==> src/sfl_pkg.sv <==
/*
  Constants for the two-wire bus status flag logic: register offsets,
  bit positions, reset values and the fixed bus addresses.
  Assumes a 4-bit register address and 8-bit register data.
*/
package sfl_pkg;
  // ----------------------------------------
  // Register offsets
  // ----------------------------------------
  localparam logic [3:0] OFS_ADDR1 = 4'h0;
  localparam logic [3:0] OFS_CTRL1 = 4'h2;
  localparam logic [3:0] OFS_STAT = 4'h3;
  localparam logic [3:0] OFS_DATA = 4'h4;
  localparam logic [3:0] OFS_ADDR2 = 4'h5;
  localparam logic [3:0] OFS_RANGE = 4'h6;
  localparam logic [3:0] OFS_ACTL = 4'h7;
  localparam logic [3:0] OFS_IST = 4'h8;
  localparam logic [3:0] OFS_IMSK = 4'h9;
  // ----------------------------------------
  // Field positions
  // ----------------------------------------
  localparam int ST_DONE = 7;
  localparam int ST_SEL = 6;
  localparam int ST_BUSY = 5;
  localparam int ST_DIR = 2;
  localparam int CT_TX = 4;
  localparam int AC_GC = 0;
  localparam int AC_ALERT = 1;
  localparam int AC_SEC = 2;
  localparam int AC_RANGE = 3;
  localparam int EV_DONE = 0;
  localparam int EV_SEL = 1;
  localparam int EV_START = 2;
  localparam int EV_STOP = 3;
  // ----------------------------------------
  // Reset values and bus constants
  // ----------------------------------------
  localparam logic [7:0] REG_RST = 8'h00;
  localparam logic [6:0] GC_ADDR = 7'h00;
  localparam logic [6:0] ALERT_ADDR = 7'h0c;
  localparam logic [3:0] BITS_PER_BYTE = 4'h8;
  localparam int CLK_PERIOD_NS = 50;
  localparam int LINK_PERIOD_NS = 400;
  localparam int LINK_HALF_CYC = (LINK_PERIOD_NS / 2) / CLK_PERIOD_NS;
endpackage

==> src/sfl_link_if.sv <==
/*
  Carries bus events from the pin monitor to the status core.
  Assumes both ends run on the same module clock.
*/
`timescale 1ns/1ps
interface sfl_link_if;
  logic start_det;
  logic stop_det;
  logic bit0_stb;
  logic byte_stb;
  logic ack_stb;
  logic ack_bit;
  logic first_byte;
  logic [7:0] byte_val;
  modport mon (output start_det, stop_det, bit0_stb, byte_stb, ack_stb, ack_bit,
    first_byte, byte_val);
  modport core (input start_det, stop_det, bit0_stb, byte_stb, ack_stb, ack_bit,
    first_byte, byte_val);
endinterface

==> src/sfl_bus_mon.sv <==
/*
  Pin monitor: synchronises the bus clock and data lines, finds START,
  STOP and rising clock edges, shifts bytes and marks byte and ack bits.
  Assumes the bus clock is much slower than the module clock.
*/
`timescale 1ns/1ps
module sfl_bus_mon
  import sfl_pkg::*;
(
  // Clock and reset
  input wire logic clk,
  input wire logic rst_n,
  // Bus pins
  input wire logic scl_pin,
  input wire logic sda_pin,
  // Events out
  sfl_link_if.mon lk
);
  logic [1:0] scl_s;
  logic [1:0] sda_s;
  logic scl_q;
  logic sda_q;
  logic [3:0] cnt;
  logic [6:0] shreg;
  logic rise;
  logic start_c;
  logic stop_c;

  // ----------------------------------------
  // Synchronisers
  // ----------------------------------------
  // Idle bus is high, so reset to ones
  always_ff @(posedge clk or negedge rst_n)
  begin
    if (!rst_n)
    begin
      scl_s <= 2'b11;
      sda_s <= 2'b11;
      scl_q <= 1'b1;
      sda_q <= 1'b1;
    end
    else
    begin
      scl_s <= {scl_s[0], scl_pin};
      sda_s <= {sda_s[0], sda_pin};
      scl_q <= scl_s[1];
      sda_q <= sda_s[1];
    end
  end

  assign rise = !scl_q && scl_s[1];
  assign start_c = scl_q && scl_s[1] && sda_q && !sda_s[1];
  assign stop_c = scl_q && scl_s[1] && !sda_q && sda_s[1];

  // ----------------------------------------
  // Bit counter and shifter
  // ----------------------------------------
  always_ff @(posedge clk or negedge rst_n)
  begin
    if (!rst_n)
    begin
      cnt <= 4'h0;
      shreg <= 7'h00;
      lk.start_det <= 1'b0;
      lk.stop_det <= 1'b0;
      lk.bit0_stb <= 1'b0;
      lk.byte_stb <= 1'b0;
      lk.ack_stb <= 1'b0;
      lk.ack_bit <= 1'b1;
      lk.first_byte <= 1'b0;
      lk.byte_val <= REG_RST;
    end
    else
    begin
      lk.start_det <= start_c;
      lk.stop_det <= stop_c;
      lk.bit0_stb <= 1'b0;
      lk.byte_stb <= 1'b0;
      lk.ack_stb <= 1'b0;
      if (start_c || stop_c)
      begin
        cnt <= 4'h0;
        lk.first_byte <= start_c;
      end
      else if (rise)
      begin
        if (cnt == BITS_PER_BYTE)
        begin
          cnt <= 4'h0;
          lk.ack_stb <= 1'b1;
          lk.ack_bit <= sda_s[1];
          lk.first_byte <= 1'b0;
        end
        else
        begin
          cnt <= cnt + 4'h1;
          shreg <= {shreg[5:0], sda_s[1]};
          lk.bit0_stb <= (cnt == 4'h0);
          if (cnt == BITS_PER_BYTE - 4'h1)
          begin
            lk.byte_stb <= 1'b1;
            lk.byte_val <= {shreg, sda_s[1]};
          end
        end
      end
    end
  end
endmodule

==> src/sfl_status_core.sv <==
/*
  Status flag logic of a two-wire bus slave: byte-done, selected-as-slave
  and bus-busy flags, address matching, registers and interrupt.
  Assumes a simple strobe register port and slow bus pins.
*/
// Chosen here: the plain strobed port.
`timescale 1ns/1ps
module sfl_status_core
  import sfl_pkg::*;
(
  // Clock and reset
  input wire logic clk,
  input wire logic rst_n,
  // Bus pins
  input wire logic scl_pin,
  input wire logic sda_pin,
  // Register port
  input wire logic [3:0] addr,
  input wire logic [7:0] wdata,
  input wire logic wr,
  input wire logic rd,
  output logic [7:0] rdata,
  // Interrupt
  output logic irq
);
  typedef enum logic [1:0] {SFL_IDLE, SFL_ADDR, SFL_MINE, SFL_OTHER} sfl_state_t;

  sfl_state_t st;
  logic [7:0] primary_slave_addr;
  logic [7:0] control_reg_one;
  logic [7:0] second_slave_addr;
  logic [7:0] range_slave_addr;
  logic [7:0] addr_ctrl;
  logic [7:0] rx_data;
  logic [7:0] tx_data;
  logic [3:0] ist;
  logic [3:0] imsk;
  logic byte_done_flag;
  logic slave_selected_flag;
  logic busy_flag;
  logic slave_direction_bit;
  logic [7:0] stat;
  logic [6:0] ca;
  logic m_pri;
  logic m_rng;
  logic m_gc;
  logic m_sec;
  logic m_alr;
  logic m_rm;
  logic addr_byte;
  logic match;
  logic done_set;
  logic done_clr;
  logic sel_clr;
  logic [3:0] ev;

  sfl_link_if lk ();

  sfl_bus_mon u_mon (
    .clk(clk),
    .rst_n(rst_n),
    .scl_pin(scl_pin),
    .sda_pin(sda_pin),
    .lk(lk)
  );

  // ----------------------------------------
  // Address matching
  // ----------------------------------------
  assign ca = lk.byte_val[7:1];
  assign addr_byte = lk.byte_stb && lk.first_byte && (st == SFL_ADDR);
  assign m_pri = (ca == primary_slave_addr[7:1]);
  assign m_rng = (range_slave_addr[7:1] != 7'h00) && (ca == range_slave_addr[7:1]);
  assign m_gc = addr_ctrl[AC_GC] && (ca == GC_ADDR);
  assign m_sec = addr_ctrl[AC_SEC] && (ca == second_slave_addr[7:1]);
  assign m_alr = addr_ctrl[AC_ALERT] && (ca == ALERT_ADDR);
  assign m_rm = addr_ctrl[AC_RANGE] && (ca > primary_slave_addr[7:1])
    && (ca < range_slave_addr[7:1]);
  assign match = addr_byte && (m_pri || m_rng || m_gc || m_sec || m_alr || m_rm);

  // ----------------------------------------
  // Transaction state
  // ----------------------------------------
  always_ff @(posedge clk or negedge rst_n)
  begin
    if (!rst_n)
      st <= SFL_IDLE;
    else if (lk.start_det)
      st <= SFL_ADDR;
    else if (lk.stop_det)
      st <= SFL_IDLE;
    else if (addr_byte)
      st <= match ? SFL_MINE : SFL_OTHER;
  end

  // ----------------------------------------
  // Status flags
  // ----------------------------------------
  // all flags reset low
  assign done_set = match || (lk.ack_stb && (st == SFL_MINE));
  assign done_clr = lk.bit0_stb
    || (rd && (addr == OFS_DATA) && !control_reg_one[CT_TX])
    || (wr && (addr == OFS_DATA) && control_reg_one[CT_TX]);
  assign sel_clr = wr && (addr == OFS_CTRL1);

  always_ff @(posedge clk or negedge rst_n)
  begin
    if (!rst_n)
      byte_done_flag <= 1'b0;
    else if (done_set)
      byte_done_flag <= 1'b1;
    else if (done_clr)
      byte_done_flag <= 1'b0;
  end

  always_ff @(posedge clk or negedge rst_n)
  begin
    if (!rst_n)
    begin
      slave_selected_flag <= 1'b0;
      slave_direction_bit <= 1'b0;
    end
    else if (match)
    begin
      slave_selected_flag <= 1'b1;
      slave_direction_bit <= lk.byte_val[0];
    end
    else if (sel_clr)
      slave_selected_flag <= 1'b0;
  end

  always_ff @(posedge clk or negedge rst_n)
  begin
    if (!rst_n)
      busy_flag <= 1'b0;
    else if (lk.start_det)
      busy_flag <= 1'b1;
    else if (lk.stop_det)
      busy_flag <= 1'b0;
  end

  always_comb
  begin
    stat = REG_RST;
    stat[ST_DONE] = byte_done_flag;
    stat[ST_SEL] = slave_selected_flag;
    stat[ST_BUSY] = busy_flag;
    stat[ST_DIR] = slave_direction_bit;
  end

  // ----------------------------------------
  // Software registers
  // ----------------------------------------
  always_ff @(posedge clk or negedge rst_n)
  begin
    if (!rst_n)
    begin
      primary_slave_addr <= REG_RST;
      control_reg_one <= REG_RST;
      second_slave_addr <= REG_RST;
      range_slave_addr <= REG_RST;
      addr_ctrl <= REG_RST;
      tx_data <= REG_RST;
      imsk <= 4'h0;
    end
    else if (wr)
    begin
      unique case (addr)
        OFS_ADDR1: primary_slave_addr <= wdata;
        OFS_CTRL1: control_reg_one <= wdata;
        OFS_ADDR2: second_slave_addr <= wdata;
        OFS_RANGE: range_slave_addr <= wdata;
        OFS_ACTL: addr_ctrl <= wdata;
        OFS_DATA: tx_data <= wdata;
        OFS_IMSK: imsk <= wdata[3:0];
        default: ;
      endcase
    end
  end

  // Only data bytes of our own transfer land here
  always_ff @(posedge clk or negedge rst_n)
  begin
    if (!rst_n)
      rx_data <= REG_RST;
    else if (lk.byte_stb && (st == SFL_MINE))
      rx_data <= lk.byte_val;
  end

  // ----------------------------------------
  // Interrupt status, cleared by read
  // ----------------------------------------
  always_comb
  begin
    ev = 4'h0;
    ev[EV_DONE] = done_set;
    ev[EV_SEL] = match;
    ev[EV_START] = lk.start_det;
    ev[EV_STOP] = lk.stop_det;
  end

  // New events win over the clearing read
  always_ff @(posedge clk or negedge rst_n)
  begin
    if (!rst_n)
      ist <= 4'h0;
    else if (rd && (addr == OFS_IST))
      ist <= ev;
    else
      ist <= ist | ev;
  end

  assign irq = |(ist & imsk);

  // ----------------------------------------
  // Read data, valid one cycle after strobe
  // ----------------------------------------
  always_ff @(posedge clk or negedge rst_n)
  begin
    if (!rst_n)
      rdata <= REG_RST;
    else if (!rd)
      rdata <= REG_RST;
    else
    begin
      unique case (addr)
        OFS_ADDR1: rdata <= primary_slave_addr;
        OFS_CTRL1: rdata <= control_reg_one;
        OFS_STAT: rdata <= stat;
        OFS_DATA: rdata <= rx_data;
        OFS_ADDR2: rdata <= second_slave_addr;
        OFS_RANGE: rdata <= range_slave_addr;
        OFS_ACTL: rdata <= addr_ctrl;
        OFS_IST: rdata <= {4'h0, ist};
        OFS_IMSK: rdata <= {4'h0, imsk};
        default: rdata <= REG_RST;
      endcase
    end
  end
endmodule

==> config.mk <==
export PLATFORM = sky130hd
export DESIGN_NAME = sfl_status_core
export DESIGN_NICKNAME = d
export VERILOG_FILES = /design/src/sfl_pkg.sv /design/src/sfl_link_if.sv /design/src/sfl_bus_mon.sv /design/src/sfl_status_core.sv
export SDC_FILE = /design/constraint.sdc
export NUM_CORES = 1
export LEC_CHECK = 0
export ABC_AREA = 1
export BUFFER_PORTS_ARGS = -buffer_cell sky130_fd_sc_hd__buf_2
export CAP_MARGIN = 40
export CORE_MARGIN = 2
export CORE_UTILIZATION = 25
export CTS_BUF_LIST = sky130_fd_sc_hd__clkbuf_16
export DETAILED_ROUTE_END_ITERATION = 6
export PLACE_DENSITY_LB_ADDON = 0.12
export SLEW_MARGIN = 10
export SYNTH_ARGS = -nofsm -noshare
export SYNTH_HDL_FRONTEND = slang
export SYNTH_SLANG_ARGS = --single-unit
==> constraint.sdc <==
create_clock -name clk -period 2.6 [get_ports clk]
set_input_delay 0.26 -clock clk [delete_from_list [all_inputs] [get_ports clk]]
set_output_delay 0.26 -clock clk [all_outputs]
set_load 0.1 [all_outputs]
==> flow_metrics.env <==
export IMPL_p_per_area_nw_per_um2=797
export IMPL_diodes=0
export IMPL_cp_start_kind="flop"
export IMPL_use_met3_pct=2.80
export IMPL_final_cell_mix="154 x nand2_1, 95 x dfrtp_1, 80 x inv_1"
export IMPL_post_route_min_period_ps=1820
export IMPL_cts_sinks=101
export IMPL_ys_ff_latch=101
export IMPL_tightest_slew_ps=712
export IMPL_routed_via_count=3692
export IMPL_antenna_found_initial=0
export IMPL_path_class="flop to flop"
export IMPL_fin_ws_ps=780
export IMPL_synth_seq_area_share_pct=53.6
export IMPL_hpwlAfterDp_um=9670
export IMPL_place_area_um2=5110
export IMPL_grt_max_degree=53
export IMPL_area_delta_synth_final_pct=15.5
export IMPL_routed_wl_um=13000
export IMPL_synthMuxAreaShare_pct=0.238
export IMPL_syn_instance_count=562
export IMPL_num_io_pins=27
export IMPL_tns_ps=0
export IMPL_synth_edf_count=0
export IMPL_ir_drop_uv=254
export IMPL_synth_nets=596
export IMPL_drc_errors=0
export IMPL_synth_compound_area_share_pct=13.5
export IMPL_rows=50
export IMPL_cts_root_buf="clkbuf_16"
export IMPL_max_slew_margin_rel_pct=52.5
export IMPL_synthAdderAreaFrac_pct=4.24
export IMPL_numCtsBuffers=9
export IMPL_cts_tree="yes"
export IMPL_finalCritPeriodShare_pct=70.0
export IMPL_cts_buffer_depth=2
export IMPL_synthesis_area_um2=4730
export IMPL_first_global_vias=3822
export IMPL_drt_iter0_markers=198
export IMPL_grt_usage_pct=14.1
export IMPL_ys_flop_type="dfrtp_1"
export IMPL_routedWlPerCell_um=15.6
export IMPL_place_congestion=0.809
export IMPL_met1_usage_pct=19.1
export IMPL_synth_distinct_cells=32
export IMPL_met2_usage_pct=21.9
export IMPL_hp_class="input pin to flop"
export IMPL_drt_pass1_iter_count=4
export IMPL_rsz0062_at_grt="false"
export IMPL_start_util_pct=25.3
export IMPL_nets=629
export IMPL_synth_xor_area_share_pct=0.371
export IMPL_dp_slack_ps=799
export IMPL_ctsResizeCount=0
export IMPL_avgViaCountPerCell=4.43
export IMPL_hold_viol=0
export IMPL_worstSkewPairLatency_ps=360
export IMPL_avgSynthCellArea_um2=8.41
export IMPL_dieWidth_um=141
export IMPL_path_max_fanout=7
export IMPL_max_freq_mhz=549
export IMPL_grt_pass1_wl_um=21100
export IMPL_final_core_util_pct=29.3
export IMPL_layout_cells_most_common="nand2_1"
export IMPL_leakagePower_uw=0.00267
export IMPL_grt_remaining_overflow=0
export IMPL_drv_slew=0
export IMPL_maxCapViolations=0
export IMPL_h_tree_depth=3
export IMPL_post_route_cell_area_um2=5460
export IMPL_die_h_um=141
export IMPL_cp_end_kind="flop"
export IMPL_fin_worst_skew_ps=10.5
export IMPL_cts_clk_slew_worst_paths_ps=70
export IMPL_status="finished clean"
export IMPL_async_flop_share_pct=100
export IMPL_synthSimpleGateAreaFrac_pct=20.0
export IMPL_cp_data_required_time_ps=2850
export IMPL_critPathArrivalTime_ps=2070
export IMPL_grt_busiest_layer="met2"
export IMPL_io_buffers=26
export IMPL_setup_viol=0
export IMPL_die_area_um2=20000
export IMPL_drtAntennaViolNets=0
export IMPL_coreArea_um2=18600
export IMPL_layout_drive_gt1_share_pct=10.0
export IMPL_yosysWarningCount=0
export IMPL_synth_top_family_by_area="simple AND/OR/NAND/NOR gates"
==> cell type report <==
class	count	area [um2]
clock buffers	9	225
multi-input cells	369	1810
clock inverters	7	91.3
well taps	234	293
fillers	1968	13200
repair buffers	30	183
inverters	84	315
flip-flops and latches	101	2530
==> final timing paths <==
path                            slack, ps            startpoint  cells past startpoint                  end
max in group asynchronous            1410                 rst_n                      3                st[1]
worst min-delay path                  120              wdata[3]                      3   control_reg_one[3]
min in group asynchronous             480                 rst_n                      2  range_slave_addr[7]
worst min register to register        360        u_mon.sda_s[0]                      0       u_mon.sda_s[1]
worst max-delay path                  780  u_mon.lk.byte_val[4]                     10  slave_direction_bit
worst max register to register        780  u_mon.lk.byte_val[4]                     10  slave_direction_bit
==> registers in the layout, summed over array words and instances, names as in the netlist, 2 cells and up <==
signal	count
rx_data	8
rdata	8
ist	4
u_mon.lk.byte_val	8
st	2
addr_ctrl	8
u_mon.shreg	7
u_mon.cnt	4
imsk	4
primary_slave_addr	8
second_slave_addr	8
control_reg_one	8
u_mon.scl_s	2
range_slave_addr	8
u_mon.sda_s	2
==> kinds of logic after synthesis <==
family                   after synthesis
buffers and inverters                 92
AO/OA/AOI/OAI                        120
XOR/XNOR                               2
AND/OR/NAND/NOR                      230
flip-flops                           101
adder cells (fa/ha/maj)               16
multiplexers                           1
==> repair_timing <==
action                    4_1_cts  5_1_grt
hold buffers                    3        0
buffers inserted                0        0
hold endpoints to repair       47        0
==> metal layers <==
layer | up-vias | share of wire (%)
met1 | 1754 | 50
met4 | 0 | 2.1
met5 | - | 0
met3 | 18 | 3.0
li1 | 1866 | -
met2 | 54 | 45
==> metrics by stage <==
| step | total power, uW | hold WS [ps] | instances |
|---|---|---|---|
| 6_report | 4350 | 119 | 834 |
| 4_1_cts | 4400 | 114 | 834 |
| 2_1_floorplan | 2610 | -35.6 | 562 |
| 5_1_grt | 4630 | 140 | 834 |
| 3_5_place_dp | 2920 | 348 | 815 |
| 3_3_place_gp | 2910 | 347 | 815 |
==> cells in the mapped netlist (2+ instances only) <==
cell type / count / share of area [%]
nand2_1: 154 / 12
dfrtp_1: 95 / 50
inv_1: 79 / 6.3
o21ai_0: 79 / 8.4
nor2_1: 37 / 2.9
nand3_1: 19 / 2.0
ha_1: 16 / 4.2
a21oi_1: 15 / 1.6
o21ai_1: 8 / 0.85
o22ai_1: 8 / 1.1
dfstp_2: 6 / 3.3
buf_6: 4 / 0.95
inv_2: 4 / 0.32
nand3b_1: 4 / 0.64
nand4_1: 4 / 0.53
nor2_2: 4 / 0.53
nor3_1: 4 / 0.42
a31oi_1: 3 / 0.40
clkbuf_1: 3 / 0.24
a41oi_1: 2 / 0.37
nand2_2: 2 / 0.26
o211ai_1: 2 / 0.32
==> where the power goes <==
part / internal (uW) / total [uW] / switching (uW)
Combinational: 290 / 875 / 585
Sequential: 1820 / 2010 / 187
Clock: 839 / 1470 / 629
Total: 2950 / 4350 / 1400
==> critical path, stage by stage (launching register included) <==
cell,delay [ps]
dfrtp_1,490
ha_1,330
nand2_1,50
nor2_1,120
nand3b_1,90
nor2_1,120
nor2_1,50
nand3_1,180
nand2_1,150
nand2_1,90
nand2_1,50
No activity file was read; power rests on OpenSTA's default activity.
